[config.mk]
export PLATFORM = sky130hd
export DESIGN_NAME = lbb_top
export DESIGN_NICKNAME = d
export VERILOG_FILES = /design/src/lbb_pkg.sv /design/src/lbb_top.sv /design/src/lbb_link_edge.sv /design/src/lbb_dimmer.sv
export SDC_FILE = /design/constraint.sdc
export NUM_CORES = 1
export LEC_CHECK = 0
export BUFFER_PORTS_ARGS = -buffer_cell sky130_fd_sc_hd__buf_2
export CORE_MARGIN = 2
export CORE_UTILIZATION = 57
export DETAILED_ROUTE_END_ITERATION = 10
export HOLD_SLACK_MARGIN = 0.06
export PLACE_DENSITY = 0.75
export SLEW_MARGIN = 20
export SYNTH_ARGS = -nofsm -noshare
export SYNTH_HDL_FRONTEND = slang
export SYNTH_SLANG_ARGS = --single-unit
[constraint.sdc]
create_clock -name clock -period 6.1 [get_ports clock]
set_input_delay 0.305 -clock clock [delete_from_list [all_inputs] [get_ports clock]]
set_output_delay 0.305 -clock clock [all_outputs]
set_load 0.01 [all_outputs]
[src/lbb_pkg.sv]
// constants for the led bank brightness and configuration register bank
// assumes a 100 MHz clock and byte-wide registers on a two-wire link
`default_nettype none

package lbb_pkg;

  // clock and dimming timing
  localparam int CLK_MHZ      = 100;
  localparam int RAMP_US      = 2048;
  localparam int LSB_STEPS    = 8;
  localparam int STEP_CYC_DEF = RAMP_US * CLK_MHZ / LSB_STEPS;
  localparam int LVL_W        = 11;
  localparam int FINE_W       = 3;

  // register offsets
  localparam logic [7:0] A_HV_MAP   = 8'h10;
  localparam logic [7:0] A_LV_MAP   = 8'h11;
  localparam logic [7:0] A_RAMP_C   = 8'h14;
  localparam logic [7:0] A_RAMP_D   = 8'h15;
  localparam logic [7:0] A_RAMP_E   = 8'h16;
  localparam logic [7:0] A_RAMP_F   = 8'h17;
  localparam logic [7:0] A_FS_C     = 8'h22;
  localparam logic [7:0] A_FS_F     = 8'h25;
  localparam logic [7:0] A_HV_FB    = 8'h28;
  localparam logic [7:0] A_LV_FB    = 8'h29;
  localparam logic [7:0] A_BANK_EN  = 8'h2b;
  localparam logic [7:0] A_PATT_EN  = 8'h2c;
  localparam logic [7:0] A_BOOST    = 8'h2d;
  localparam logic [7:0] A_PULSE    = 8'h2f;
  localparam logic [7:0] A_BR_A_LO  = 8'h40;
  localparam logic [7:0] A_BR_A_HI  = 8'h41;
  localparam logic [7:0] A_BR_C     = 8'h44;
  localparam logic [7:0] A_BR_F     = 8'h47;

  // storage slots
  localparam int NREG     = 18;
  localparam int I_HV_MAP = 0;
  localparam int I_LV_MAP = 1;
  localparam int I_RAMP_C = 2;
  localparam int I_FS_C   = 6;
  localparam int I_FS_F   = 7;
  localparam int I_HV_FB  = 8;
  localparam int I_LV_FB  = 9;
  localparam int I_BANK   = 10;
  localparam int I_PATT   = 11;
  localparam int I_BOOST  = 12;
  localparam int I_PULSE  = 13;
  localparam int I_BR_LO  = 14;
  localparam int I_BR_HI  = 15;
  localparam int I_BR_C   = 16;
  localparam int I_BR_F   = 17;

  // reset codes: full-scale code for 20.2 mA, ramp code for 2048 us
  localparam logic [7:0] FS_DEFAULT   = 8'h13;
  localparam logic [7:0] RAMP_DEFAULT = 8'h00;
  localparam logic       MAP_EXP      = 1'b1;

  localparam logic [7:0] ADDR_TAB [NREG] = '{
    A_HV_MAP, A_LV_MAP, A_RAMP_C, A_RAMP_D, A_RAMP_E, A_RAMP_F,
    A_FS_C, A_FS_F, A_HV_FB, A_LV_FB, A_BANK_EN, A_PATT_EN,
    A_BOOST, A_PULSE, A_BR_A_LO, A_BR_A_HI, A_BR_C, A_BR_F};
  localparam logic [7:0] RST_TAB [NREG] = '{
    8'h00, 8'h00, RAMP_DEFAULT, RAMP_DEFAULT, RAMP_DEFAULT, RAMP_DEFAULT,
    FS_DEFAULT, FS_DEFAULT, 8'h00, 8'h00, 8'h00, 8'h00,
    8'h00, 8'h00, 8'h00, 8'h00, 8'h00, 8'h00};

  // field positions
  localparam int BOOST_FREQ_BIT = 0;
  localparam int BOOST_THR_LSB  = 1;
  localparam int PWM_A_BIT      = 0;
  localparam int PWM_B_BIT      = 1;
  localparam int PWM_POL_BIT    = 2;
  localparam int PWM_ZD_BIT     = 3;
  localparam logic [1:0] THR_24V = 2'h1;
  localparam logic [1:0] THR_32V = 2'h2;

  // link byte machine
  localparam logic [3:0] BIT_ACK  = 4'h8;
  localparam logic [3:0] BIT_DONE = 4'h9;
  typedef enum logic [2:0] {
    ST_IDLE  = 3'b000,
    ST_ADDR  = 3'b001,
    ST_PTR   = 3'b010,
    ST_WDATA = 3'b011,
    ST_RDATA = 3'b100
  } lbb_link_st_t;

endpackage

`default_nettype wire

[src/lbb_top.sv]
// led bank brightness and configuration register bank on a two-wire link
// assumes synchronous pins; sda is open drain, resolved outside
`default_nettype none

module lbb_top
  import lbb_pkg::*;
#(
  parameter int         STEP_CYC = STEP_CYC_DEF,
  parameter logic [6:0] DEV_ADDR = 7'h36
)
(
  // clock and reset
  input  wire logic             clock,
  input  wire logic             rst,
  input  wire logic             ce,
  // two-wire link
  input  wire logic             scl_i,
  input  wire logic             sda_i,
  output logic                  sda_o,
  output logic                  sda_oe,
  // sink mapping and feedback
  output logic      [7:0]       hv_sink_map,
  output logic      [7:0]       lv_sink_map,
  output logic      [7:0]       hv_fb_en,
  output logic      [7:0]       lv_fb_en,
  // bank control
  output logic      [7:0]       bank_en,
  output logic      [7:0]       pattern_en,
  output logic                  map_exponential,
  // boost
  output logic      [1:0]       overvoltage_threshold,
  output logic                  switching_frequency_1mhz,
  // pulse input
  output logic                  pwm_zero_detect,
  output logic                  pwm_active_high,
  output logic                  pwm_bank_b,
  output logic                  pwm_bank_a,
  // indicator banks
  output logic      [7:0]       fs_current_c,
  output logic      [7:0]       fs_current_f,
  output logic      [7:0]       ramp_c,
  output logic      [7:0]       ramp_d,
  output logic      [7:0]       ramp_e,
  output logic      [7:0]       ramp_f,
  output logic      [7:0]       level_c,
  output logic      [7:0]       level_f,
  // bank a dimming
  output logic      [LVL_W-1:0] level_a
);

  logic         scl_rise, scl_fall, start, stop, sda_in;
  lbb_link_st_t st_r;
  logic [3:0]   cnt_r;
  logic [7:0]   sh_r, ptr_r, wr_addr_r, wr_data_r, rd_data;
  logic         rw_r, wr_stb_r, oe_r;
  logic [7:0]   reg_r [NREG];
  logic [FINE_W-1:0] fine_r;
  logic [LVL_W-1:0]  target_a;

  lbb_link_edge u_edge (
    .clock    (clock),
    .rst      (rst),
    .ce       (ce),
    .scl_i    (scl_i),
    .sda_i    (sda_i),
    .scl_rise (scl_rise),
    .scl_fall (scl_fall),
    .start    (start),
    .stop     (stop),
    .sda_q    (sda_in)
  );

  // link byte machine
  always_ff @(posedge clock)
  begin
    if (rst)
    begin
      st_r      <= ST_IDLE;
      cnt_r     <= 4'h0;
      sh_r      <= 8'h00;
      rw_r      <= 1'b0;
      ptr_r     <= 8'h00;
      oe_r      <= 1'b0;
      wr_stb_r  <= 1'b0;
      wr_addr_r <= 8'h00;
      wr_data_r <= 8'h00;
    end
    else if (ce)
    begin
      wr_stb_r <= 1'b0;
      if (stop)
      begin
        st_r <= ST_IDLE;
        oe_r <= 1'b0;
      end
      else if (start)
      begin
        st_r  <= ST_ADDR;
        cnt_r <= 4'h0;
        oe_r  <= 1'b0;
      end
      else if (st_r == ST_RDATA)
      begin
        if (scl_rise)
        begin
          if (cnt_r == BIT_ACK)
          begin
            if (sda_in)
              st_r <= ST_IDLE;
            else
            begin
              cnt_r <= 4'h0;
              ptr_r <= ptr_r + 8'h01;
            end
          end
          else
            cnt_r <= cnt_r + 4'h1;
        end
        else if (scl_fall)
          oe_r <= (cnt_r < BIT_ACK) ? ~rd_data[3'h7 - cnt_r[2:0]] : 1'b0;
      end
      else if (st_r != ST_IDLE)
      begin
        if (scl_rise && cnt_r < BIT_ACK)
        begin
          sh_r  <= {sh_r[6:0], sda_in};
          cnt_r <= cnt_r + 4'h1;
        end
        else if (scl_fall && cnt_r == BIT_ACK)
        begin
          cnt_r <= BIT_DONE;
          unique case (st_r)
            ST_ADDR:
            begin
              if (sh_r[7:1] == DEV_ADDR)
              begin
                oe_r <= 1'b1;
                rw_r <= sh_r[0];
              end
              else
                st_r <= ST_IDLE;
            end
            ST_PTR:
            begin
              ptr_r <= sh_r;
              oe_r  <= 1'b1;
            end
            ST_WDATA:
            begin
              wr_stb_r  <= 1'b1;
              wr_addr_r <= ptr_r;
              wr_data_r <= sh_r;
              ptr_r     <= ptr_r + 8'h01;
              oe_r      <= 1'b1;
            end
            default:
              st_r <= ST_IDLE;
          endcase
        end
        else if (scl_fall && cnt_r == BIT_DONE)
        begin
          cnt_r <= 4'h0;
          oe_r  <= 1'b0;
          if (st_r == ST_ADDR && rw_r)
          begin
            st_r <= ST_RDATA;
            oe_r <= ~rd_data[7];
          end
          else if (st_r == ST_ADDR)
            st_r <= ST_PTR;
          else if (st_r == ST_PTR)
            st_r <= ST_WDATA;
        end
      end
    end
  end

  assign sda_o  = 1'b0;
  assign sda_oe = oe_r;

  // register slots, reset to defaults
  for (genvar g = 0; g < NREG; g++)
  begin : g_reg
    always_ff @(posedge clock)
    begin
      if (rst)
        reg_r[g] <= RST_TAB[g];
      else if (ce && wr_stb_r && wr_addr_r == ADDR_TAB[g])
        reg_r[g] <= wr_data_r;
    end
  end

  // readback; unmapped offsets read zero
  always_comb
  begin
    rd_data = 8'h00;
    for (int i = 0; i < NREG; i++)
      if (ptr_r == ADDR_TAB[i])
        rd_data = reg_r[i];
  end

  // low byte held until high byte written
  always_ff @(posedge clock)
  begin
    if (rst)
      fine_r <= '0;
    else if (ce && wr_stb_r && wr_addr_r == A_BR_A_HI)
      fine_r <= reg_r[I_BR_LO][FINE_W-1:0];
  end

  assign target_a = {reg_r[I_BR_HI], fine_r};

  lbb_dimmer #(
    .STEP_CYC (STEP_CYC)
  ) u_dim (
    .clock  (clock),
    .rst    (rst),
    .ce     (ce),
    .target (target_a),
    .level  (level_a)
  );

  // configuration fields
  assign hv_sink_map = reg_r[I_HV_MAP];
  assign lv_sink_map = reg_r[I_LV_MAP];
  assign hv_fb_en    = reg_r[I_HV_FB];
  assign lv_fb_en    = reg_r[I_LV_FB];
  assign bank_en     = reg_r[I_BANK];
  assign pattern_en  = reg_r[I_PATT];
  assign map_exponential = MAP_EXP;
  assign overvoltage_threshold =
    reg_r[I_BOOST][BOOST_THR_LSB +: 2];
  assign switching_frequency_1mhz = reg_r[I_BOOST][BOOST_FREQ_BIT];
  assign pwm_zero_detect = reg_r[I_PULSE][PWM_ZD_BIT];
  assign pwm_active_high = reg_r[I_PULSE][PWM_POL_BIT];
  assign pwm_bank_b      = reg_r[I_PULSE][PWM_B_BIT];
  assign pwm_bank_a      = reg_r[I_PULSE][PWM_A_BIT];
  assign fs_current_c = reg_r[I_FS_C];
  assign fs_current_f = reg_r[I_FS_F];
  assign ramp_c = reg_r[I_RAMP_C];
  assign ramp_d = reg_r[I_RAMP_C + 1];
  assign ramp_e = reg_r[I_RAMP_C + 2];
  assign ramp_f = reg_r[I_RAMP_C + 3];
  assign level_c = reg_r[I_BR_C];
  assign level_f = reg_r[I_BR_F];

  // checks
  property p_lo_held;
    @(posedge clock) disable iff (rst)
    (ce && wr_stb_r && wr_addr_r == A_BR_A_LO) |=> $stable(target_a);
  endproperty
  a_lo_held: assert property (p_lo_held)
    else $error("low brightness byte applied early");

  property p_hi_apply;
    @(posedge clock) disable iff (rst)
    (ce && wr_stb_r && wr_addr_r == A_BR_A_HI) |=>
      target_a == {$past(wr_data_r), $past(reg_r[I_BR_LO][2:0])};
  endproperty
  a_hi_apply: assert property (p_hi_apply)
    else $error("high byte did not apply held low bits");

  property p_defaults;
    @(posedge clock) disable iff (rst)
    $fell(rst) |-> (fs_current_c == FS_DEFAULT && ramp_f == RAMP_DEFAULT
      && map_exponential && level_a == 11'h000);
  endproperty
  a_defaults: assert property (p_defaults)
    else $error("wrong defaults after reset");

  property p_hv_map;
    @(posedge clock) disable iff (rst)
    (ce && wr_stb_r && wr_addr_r == A_HV_MAP) |=>
      hv_sink_map == $past(wr_data_r);
  endproperty
  a_hv_map: assert property (p_hv_map)
    else $error("sink map not stored");

  property p_lv_fb;
    @(posedge clock) disable iff (rst)
    (ce && wr_stb_r && wr_addr_r == A_LV_FB) |=>
      lv_fb_en == $past(wr_data_r) && $stable(hv_fb_en);
  endproperty
  a_lv_fb: assert property (p_lv_fb)
    else $error("feedback enables wrong");

  property p_boost;
    @(posedge clock) disable iff (rst)
    (ce && wr_stb_r && wr_addr_r == A_BOOST && wr_data_r == 8'h04) |=>
      overvoltage_threshold == THR_32V && !switching_frequency_1mhz;
  endproperty
  a_boost: assert property (p_boost)
    else $error("boost decode wrong");

  property p_pulse;
    @(posedge clock) disable iff (rst)
    (ce && wr_stb_r && wr_addr_r == A_PULSE && wr_data_r == 8'h0d) |=>
      pwm_zero_detect && pwm_active_high && !pwm_bank_b && pwm_bank_a;
  endproperty
  a_pulse: assert property (p_pulse)
    else $error("pulse input decode wrong");

  property p_bank_en;
    @(posedge clock) disable iff (rst)
    (ce && wr_stb_r && wr_addr_r == A_BANK_EN) |=>
      bank_en == $past(wr_data_r) ##1 bank_en == $past(bank_en);
  endproperty
  a_bank_en: assert property (p_bank_en)
    else $error("bank enables not stored");

  property p_fs;
    @(posedge clock) disable iff (rst)
    (ce && wr_stb_r && wr_addr_r == A_FS_F) |=>
      fs_current_f == $past(wr_data_r) && $stable(fs_current_c);
  endproperty
  a_fs: assert property (p_fs)
    else $error("full-scale code not stored");

  property p_ramp;
    @(posedge clock) disable iff (rst)
    (ce && wr_stb_r && wr_addr_r == A_RAMP_E) |=>
      ramp_e == $past(wr_data_r) && $stable(ramp_d);
  endproperty
  a_ramp: assert property (p_ramp)
    else $error("ramp code not stored");

  property p_patt;
    @(posedge clock) disable iff (rst)
    (ce && wr_stb_r && wr_addr_r == A_PATT_EN) |=>
      pattern_en == $past(wr_data_r);
  endproperty
  a_patt: assert property (p_patt)
    else $error("pattern enables not stored");

endmodule

`default_nettype wire

[src/lbb_link_edge.sv]
// samples the two-wire link pins and flags edges, start and stop
// assumes the pins are synchronous to clock and idle high
`default_nettype none

module lbb_link_edge
  import lbb_pkg::*;
(
  // clock and reset
  input  wire logic clock,
  input  wire logic rst,
  input  wire logic ce,
  // pins
  input  wire logic scl_i,
  input  wire logic sda_i,
  // events
  output logic      scl_rise,
  output logic      scl_fall,
  output logic      start,
  output logic      stop,
  output logic      sda_q
);

  logic scl_r, sda_r, scl_p_r, sda_p_r;

  // current and previous samples
  always_ff @(posedge clock)
  begin
    if (rst)
    begin
      scl_r   <= 1'b1;
      sda_r   <= 1'b1;
      scl_p_r <= 1'b1;
      sda_p_r <= 1'b1;
    end
    else if (ce)
    begin
      scl_r   <= scl_i;
      sda_r   <= sda_i;
      scl_p_r <= scl_r;
      sda_p_r <= sda_r;
    end
  end

  assign scl_rise = scl_r & ~scl_p_r;
  assign scl_fall = ~scl_r & scl_p_r;
  assign start    = scl_r & scl_p_r & sda_p_r & ~sda_r;
  assign stop     = scl_r & scl_p_r & ~sda_p_r & sda_r;
  assign sda_q    = sda_r;

endmodule

`default_nettype wire

[src/lbb_dimmer.sv]
// walks an 11-bit level one code at a time toward its target
// assumes the target is held stable by the register bank
`default_nettype none

module lbb_dimmer
  import lbb_pkg::*;
#(
  parameter int STEP_CYC = STEP_CYC_DEF
)
(
  // clock and reset
  input  wire logic             clock,
  input  wire logic             rst,
  input  wire logic             ce,
  // level
  input  wire logic [LVL_W-1:0] target,
  output logic      [LVL_W-1:0] level
);

  localparam int CW = $clog2(STEP_CYC + 1);

  logic [CW-1:0]    cnt_r;
  logic [LVL_W-1:0] level_r;

  // step pacing
  always_ff @(posedge clock)
  begin
    if (rst)
      cnt_r <= '0;
    else if (ce)
      cnt_r <= (cnt_r == CW'(STEP_CYC - 1)) ? '0 : cnt_r + 1'b1;
  end

  // fine codes fill in between coarse levels
  always_ff @(posedge clock)
  begin
    if (rst)
      level_r <= '0;
    else if (ce && cnt_r == CW'(STEP_CYC - 1))
    begin
      if (level_r < target)
        level_r <= level_r + 1'b1;
      else if (level_r > target)
        level_r <= level_r - 1'b1;
    end
  end

  assign level = level_r;

  property p_one_code;
    @(posedge clock) disable iff (rst)
    1'b1 |=> (level == $past(level) || level == $past(level) + 11'h001
      || level == $past(level) - 11'h001);
  endproperty
  a_one_code: assert property (p_one_code)
    else $error("level moved by more than one code");

endmodule

`default_nettype wire

# Yosys cells after proc, flatten, opt, wreduce, memory -nomap -nowiden
# Memory sizes are Yosys's and may differ from the RTL's.
# Index checks and enable logic that the tools add are counted.
# totals
regBits	75
mem_bits_rw	144
elab_cells	314
mem_count	1
# classes
n_addsub	6
magnitude_cmp	4
eq_ne	60
muxes	149
n_bitwise	35
reduce_logical	43
# memory_table
memory	words	width	read_ports	rd_ports_with_merged_regs	write_ports	line_no	source
reg_r	18	8	18	0	18	lbb_top.sv:56	logic [7:0] reg_r [NREG];
# op_table
cell	count
8-bit 2-to-1 mux	43
8-bit by 6-bit equality test with 1-bit output (second input constant)	16
8-bit by 5-bit equality test with 1-bit output (second input constant)	12
1-bit 2-to-1 mux	76
8-bit by 7-bit equality test with 1-bit output (second input constant)	8
3-bit 2-to-1 mux	14
4-bit 2-to-1 mux	9
1-bit logical AND	24
11-bit 2-to-1 mux	2
4-bit != test (second input constant)	5
10-bit AND reduction	2
1-bit OR	18
8-bit one-hot mux with 2 select lines	1
8-bit AND reduction	2
15-bit by 1-bit adder with 15-bit output (second input constant)	1
15-bit equality test (second input constant)	1
15-bit 2-to-1 mux	1
6-bit != test (second input constant)	2
6-bit AND reduction	2
11-bit by 1-bit adder with 11-bit output (second input constant)	1
11-bit > comparator	1
11-bit < comparator	1
11-bit by 1-bit subtractor with 11-bit output (second input constant)	1
1-bit NOT	10
other kinds (28)	44

# Logic depth before layout (Yosys ltp)
# Gate-level depths: netlist (run 1).
# logic_depth
depth_word	28
depth_mapped	17

# Hierarchy
# From an unflattened synthesis (run 1), not the netlist that was laid out.
# unflattened
hier_cells	1196
area_unflattened_um2	11937.7
# by_module_without_submodules
module	n_inst	cells_per_inst	area_per_inst_um2
lbb_top	1	962	9969.6
lbb_dimmer	1	217	1796.7
lbb_link_edge	1	17	171.4

# Least setup slack after synthesis (run 1)
# Ideal clock, no wire load.
# synth_path
path_kind	register to register
from	register u_dim.level_r[1], in the netlist u_dim.level[1]
to	register u_dim.level_r[10], in the netlist u_dim.level[10]
setup_ps	70
arrival_time_ps	3479
required_ps	6030
setup_slack_ps	2550
path_stages_with_launch	17
path_buffers	0
synth_period_minus_slack_ps	3550
cell_sequence	dfxtp_1 -> ha_1 -> nor2b_1 -> o21a_1 -> o21ai_0 -> a21oi_1 -> o221ai_1 -> inv_1 -> fa_1 -> a21o_1 -> a21oi_1 -> a2bb2oi_1 -> a21oi_1 -> a31oi_1 -> xnor2_1 -> or3_1 -> a21oi_1
# synth_via
elab_chain_len	3
elab_cells_between_ends	8
cone_classes	add/sub: 2; order compare: 2; mux: 2; reduce/logical: 2
# synth_rtl
element	line_no	source
from (decl)	lbb_dimmer.sv:23	logic [LVL_W-1:0] level_r;
from (signal assigned)	lbb_dimmer.sv:42	level_r <= level_r + 1'b1;
from (signal assigned)	lbb_dimmer.sv:44	level_r <= level_r - 1'b1;
11-bit by 1-bit subtractor with 11-bit output, or another cell as far along	lbb_dimmer.sv:44	
11-bit 2-to-1 mux or 2-bit nonzero test (tied branches)	--	
11-bit 2-to-1 mux or 2-bit AND reduction (tied branches)	--	
# Several ways; a longest one is shown, not always the timed one. The select of a mux whose other input is x is not followed.
# A chain may end at the register's enable or synchronous reset.

# Worst setup path after layout (run 1)
# Same ends and word-level chain as after synthesis.

==> impl_metrics.csv, run 1 <==
group,metric,value,unit
outcome,status,"completed",
logic_synthesis,seq_area_frac_synth,49.1,%
critical_path,cp-start-kind,"register",
timing,layout_min_cycle_time,3.93,ns
critical_path,cp.arrival,4.37,ns
critical_path,crit_type,"reg2reg",
clocking,cts_inserted_buffers,23,
critical_path,critPathRequiredTime,6.54,ns
critical_path,cp_slowest_cell,"fa_1",
critical_path,r2r_start,"u_dim.level[1]",
clocking,clockBufferDepth,3,
grt,grt_pass1_wl,54.6,mm
critical_path,critPathMaxStageDelay,0.46,ns
routing,dr.pass1.iters,8,
grt,grt_overflow_total,0,
clocking,cts_resized,0,
critical_path,cp_common_cell,"a21oi_1",
layout,area_growth,13.1,%
placement,place_inst,1557,
power_and_ir_drop,power,3.22,mW
logic_synthesis,synth-edff-count,144,
logic_synthesis,synth_area,0.0119,mm2
logic_synthesis,ys_types,88,
floorplan,core,0.0203,mm2
placement,gp_congestion,0.986,
logic_synthesis,syn_area_per_cell,9.74,um2
critical_path,end_kind,"register",
routing,dr.first_iter.drc_count,1258,
layout,nets,1347,
grt,grt_max_degree,64,
timing,tightest_slew,1.07,ns
timing,rsz0062_at_grt,"no",
layout,fin_cells,1598,
grt,grt_pass1_vias,9606,
hold_path,holdCritPathClass,"in2reg",
clocking,cts_setup_buffers,0,
power_and_ir_drop,power_density,240,mW/mm2
clocking,clock_sinks,219,
routing,post_drt_wl_per_cell,22.2,um
placement,dp_hpwl,24.8,mm
logic_synthesis,yosysMostFrequentCell,"edfxtp_1",
logic_synthesis,ys_async_sr_fraction,0,%
timing,finalCritPeriodShare,64.4,%
logic_synthesis,synth-main-ff-cell,"edfxtp_1",
logic_synthesis,synth_cells,1218,
clocking,clkTransAtPathRegs,0.06,ns
logic_synthesis,synth_area_leaders,"edfxtp_1 (36%), dfxtp_1 (13%), and2_1 (7.5%), nand2_1 (3.9%), nor2_1 (3.0%)",
timing,tns,0,ns
routing,antenna_left,0,
logic_synthesis,synth_nets,1251,
clocking,cts_tree,"built",
clocking,htreeDepth,1,
logic_synthesis,synthTopCellsByCount,"edfxtp_1 (144), and2_1 (142), nand2_1 (124)",
layout,drive_gt1_share,15.4,%
logic_synthesis,netlist.area_leader.share,36.5,%
floorplan,num_rows,52,
critical_path,setup.worst_path.start,"u_dim.level[1]",
grt,grt_usage,31.9,%
logic_synthesis,yosysWarnings,0,
routing,vias,10200,
logic_synthesis,synth.largest_area_cell,"edfxtp_1",
clocking,clock_latency,0.51,ns
critical_path,crit_family,"compound AO/OA/AOI/OAI gates",
logic_synthesis,ys_seq_elements,219,
critical_path,cp_num_buf_inv,1,
power_and_ir_drop,ir_worst_vdd,162,uV
floorplan,die_h,148,um
floorplan,fp.dieW,148,um
timing,setup_viol,0,
power_and_ir_drop,p_leak,4.92,nW
timing,max_freq,254,MHz
critical_path,path_cells,"ha_1, nor2b_1, o21a_1, o21ai_0, a21oi_1, o221ai_1, inv_1, fa_1, a21o_1, a21oi_1, a2bb2oi_1, a21oi_1, a31oi_1, xnor2_1, or3_1, a21oi_1",
clocking,cts-root-buf,"clkbuf_16",
timing,clock_skew,0.0155,ns
critical_path,crit_fanout,10,
layout,final_core_util,66.1,%
timing,relSlewSlack,27.6,%
floorplan,io_pins,138,
floorplan,die_area,0.0220,mm2
grt,antenna_found_initial,0,
routing,vias_per_cell,6.40,
clocking,ctsHoldBuffers,2,
routing,wl,35.4,mm
flow_run,drv_cap,0,
timing,drv_slew,0,
timing,hold_violations,0,
floorplan,initial_core_util,58.4,%
hold_path,min-delay-start,"ce",
placement,portBuffers,135,
layout,diodes,0,
routing,drc,0,
==> logic make-up after synthesis <==
family,synth area share [%]
AO/OA/AOI/OAI,15.5
XOR/XNOR,1.77
adder cells (fa/ha/maj),3.02
buffers and inverters,3.86
flip-flops,49.1
multiplexers,2.12
other,0.0633
AND/OR/NAND/NOR,24.5
==> registers in the layout, indices dropped and copies added, names as in the netlist <==
signal / count
sda_oe: 1
wr_addr_r: 8
st_r: 3
wr_data_r: 8
u_edge.sda_q: 1
ptr_r: 8
u_dim.level: 11
wr_stb_r: 1
rw_r: 1
sh_r: 8
u_edge.scl_p_r: 1
u_dim.cnt_r: 15
fine_r: 3
cnt_r: 4
reg_r: 144
u_edge.scl_r: 1
u_edge.sda_p_r: 1
==> stage by stage <==
stage	hold WS (ns)	cell area, um2	worst slack [ns]
after global placement	0.437	12600	2.37
after global routing	0.300	13400	1.86
after floorplan	0.431	11900	2.55
final	0.280	13400	2.17
after CTS	0.274	13400	2.18
after detailed placement	0.473	12600	2.24
==> path summary, 6_finish.rpt <==
kind,endpoint,slack [ns],cells after the start
max reg2reg,u_dim.level[10],2.17,16
max,u_dim.level[10],2.17,16
min reg2reg,wr_stb_r,0.48,2
min,u_edge.sda_p_r,0.28,3
==> metal layers <==
layer  GRT usage [%]  wire [um]  vias up
li1                -          -     4623
met1            45.6      14600     4884
met5               0          0        -
met3            7.30       4160       92
met4            9.24       1060        0
met2            48.8      15700      628
==> layout by cell type (no fill, tap or decap), drive strengths merged, types with 14 or more instances in the layout <==
| master | netlist | layout |
|---|---|---|
| nor2 | 96 | 96 |
| dfxtp | 75 | 75 |
| nand2b | 30 | 30 |
| nor3 | 20 | 20 |
| buf | 28 | 147 |
| inv | 28 | 28 |
| nand2 | 125 | 125 |
| and2 | 143 | 143 |
| nand3 | 33 | 33 |
| o21ai | 52 | 52 |
| clkbuf | 50 | 31 |
| edfxtp | 144 | 144 |
| ha | 27 | 27 |
| o22ai | 14 | 14 |
| a21oi | 65 | 65 |
| mux2i | 24 | 24 |
==> cell type report <==
class | instances | area, um2
inverter | 31 | 116
tap | 270 | 338
fill | 1656 | 6880
multi-input combinational | 890 | 5600
sequential | 219 | 5830
clock buffer | 31 | 657
timing repair buffer | 149 | 786
clock inverter | 8 | 92.6
==> worst register-to-register path: cells and delay by family (launching register included) <==
family                     cells  cell delay (ns)
AOI/OAI and AO/OA             10             1.82
adders and majority gates      2             0.75
and+or+nand+nor                2             0.50
DFF                            1             0.43
buffers and inverters          1             0.25
xor gates and xnor gates       1             0.09
==> report_power, final <==
part | total (mW) | leakage [nW] | switching, mW | internal (mW)
clock | 1.41 | 0.370 | 0.572 | 0.836
combinational | 0.140 | 2.57 | 0.0914 | 0.0491
sequential | 1.68 | 1.97 | 0.0449 | 1.63
Note: power is estimated with default switching activity, not from simulation.
==> inputs of run 2 (changes only) <==
clock period = 3.7 ns   (was 6.1 ns; I/O delays follow)
==> run 2 against run 1 <==
- via count rose by 1.0%
- cell area up 1.7%
- worst setup slack got worse by 2.0 ns
- critical path depth grew 1
- wire length down 0.49%
- clock skew is 0.0063 ns higher
- sequential power increased by 64%
- die area unchanged
- sequential cell count did not move
- register-to-register slack got worse by 2.0 ns
- non-clock buffer count up 31
- total power is 62% higher
- highest routed layer unchanged
==> impl_metrics.csv, run 2 (synthesis results as in run 1) <==
group,metric,value,unit
critical_path,crit_family,"compound AO/OA/AOI/OAI gates",
routing,dr.pass1.iters,6,
floorplan,io_pins,138,
floorplan,die_h,148,um
timing,hold_violations,0,
routing,antenna_left,0,
grt,grt_usage,31.5,%
power_and_ir_drop,clockPowerShare,42.6,%
timing,max_freq,287,MHz
layout,nets,1378,
routing,vias,10300,
critical_path,cp_num_buf_inv,2,
layout,fin_cells,1631,
clocking,htreeDepth,1,
outcome,status,"completed",
layout,fill_cells,1630,
placement,place_inst,1588,
placement,gp_congestion,1.01,
power_and_ir_drop,switchingPower,1.19,mW
layout,final_core_util,67.2,%
floorplan,die_area,0.0220,mm2
critical_path,cp_slowest_cell,"fa_1",
timing,drv_slew,0,
floorplan,num_rows,52,
clocking,cts_tree,"built",
placement,dp_hpwl,25.1,mm
timing,tightest_slew,1.03,ns
power_and_ir_drop,p_int,4.05,mW
clocking,clock_latency,0.52,ns
layout,drive_gt1_share,17.4,%
clocking,cts_inserted_buffers,23,
clocking,clkTransAtPathRegs,0.06,ns
timing,finalCritPeriodShare,94.1,%
critical_path,critPathRequiredTime,4.13,ns
critical_path,cp-start-kind,"register",
critical_path,crit_type,"reg2reg",
floorplan,initial_core_util,58.4,%
clocking,clock_sinks,219,
placement,portBuffers,135,
critical_path,cp.arrival,3.91,ns
layout,diodes,0,
critical_path,critPathMaxStageDelay,0.42,ns
timing,setup_viol,0,
routing,dr.first_iter.drc_count,1394,
timing,tns,0,ns
critical_path,r2r_start,"fine_r[1]",
power_and_ir_drop,ir_worst_vdd,319,uV
critical_path,crit_fanout,3,
clocking,cts-root-buf,"clkbuf_16",
timing,worst_slack,0.217,ns
power_and_ir_drop,power_density,384,mW/mm2
critical_path,cp_common_cell,"a21oi_1",
layout,final_common_cell,"edfxtp_1",
timing,clock_skew,0.0218,ns
routing,post_drt_wl_per_cell,21.6,um
timing,relSlewSlack,30.2,%
hold_path,min-delay-start,"rst",
grt,grt_overflow_total,0,
grt,antenna_found_initial,0,
clocking,clockBufferDepth,3,
power_and_ir_drop,seqPwrFrac,52.7,%
floorplan,fp.dieW,148,um
critical_path,path_cells,"inv_1, ha_1, nor2b_1, o21a_1, o21ai_1, a21oi_1, o221ai_2, inv_1, fa_1, a21o_1, a21oi_2, a2bb2oi_2, a21oi_1, a31oi_1, xnor2_1, or3_1, a21oi_1",
placement,place_ws,-0.0294,ns
power_and_ir_drop,p_leak,5.06,nW
timing,rsz0062_at_grt,"no",
critical_path,end_kind,"register",
timing,layout_min_cycle_time,3.48,ns
timing,whs,0.200,ns
floorplan,core,0.0203,mm2
critical_path,setup.worst_path.start,"fine_r[1]",
clocking,cts_setup_buffers,0,
layout,largest_reg_flops,144,
grt,grt_pass1_vias,9451,
routing,drc,0,
layout,area_growth,15.0,%
layout,regMostFlops,"reg_r",
flow_run,drv_cap,0,
layout,final_cell_mix,"edfxtp_1 (144), and2_1 (142), buf_2 (135)",
hold_path,holdCritPathClass,"in2reg",
power_and_ir_drop,power_frac_comb,4.6,%
grt,grt_pass1_wl,54.0,mm
routing,wl,35.3,mm
routing,vias_per_cell,6.33,
grt,grt_max_degree,67,
power_and_ir_drop,switching_share,22.7,%
==> run 2: final timing paths <==
| kind | to | slack [ns] | depth (start not counted) |
|---|---|---|---|
| setup / recovery | u_dim.level[10] | 0.22 | 17 |
| hold / removal | u_edge.scl_p_r | 0.20 | 4 |
| setup reg to reg | u_dim.level[10] | 0.22 | 17 |
| hold reg to reg | wr_stb_r | 0.48 | 2 |
==> run 2: final cells by class <==
type	instances	area, um2	share of cell area, %
Timing Repair Buffer	180	1030	7.56
Inverter	31	116	0.853
Sequential cell	219	5830	42.7
Clock buffer	28	626	4.59
Multi-Input combinational cell	890	5610	41.1
Tap cell	270	338	2.48
Clock inverter	13	92.6	0.679
==> run 2: tightest hold or removal path, cell delays in order <==
cell      delay (ns)
buf_2           0.10
clkinv_1        0.05
buf_4           0.24
nand2_1         0.09
==> run 2: layer usage <==
layer,share of wire [%],vias up,GRT usage [%]
li1,-,4688,-
met1,41,4874,46.6
met2,43,679,46.9
met3,12,91,6.47
met4,3.0,0,9.29
met5,0,-,0
==> run 2: power by group through the flow <==
stage | Clock [mW] | Combinational (mW) | Sequential (mW)
after floorplan | 0 | 0.0985 | 2.81
after global placement | 0 | 0.235 | 2.81
after detailed placement | 0 | 0.239 | 2.81
after CTS | 2.25 | 0.242 | 2.76
after global routing | 2.34 | 0.261 | 2.76
final | 2.23 | 0.242 | 2.76
==> run 2: through the flow <==
stage          area, um2  total power [mW]
5_1_grt            13600              5.37
3_3_place_gp       12900              3.04
4_1_cts            13600              5.24
6_report           13600              5.23
2_1_floorplan      11900              2.91
3_5_place_dp       12900              3.05
==> run 2: timing repair <==
action,in CTS,in global routing
endpoints found under the setup margin,1,2
hold buffers,2,0
pin swaps,1,0
endpoints found under the hold margin,2,0
resized for setup,1,5
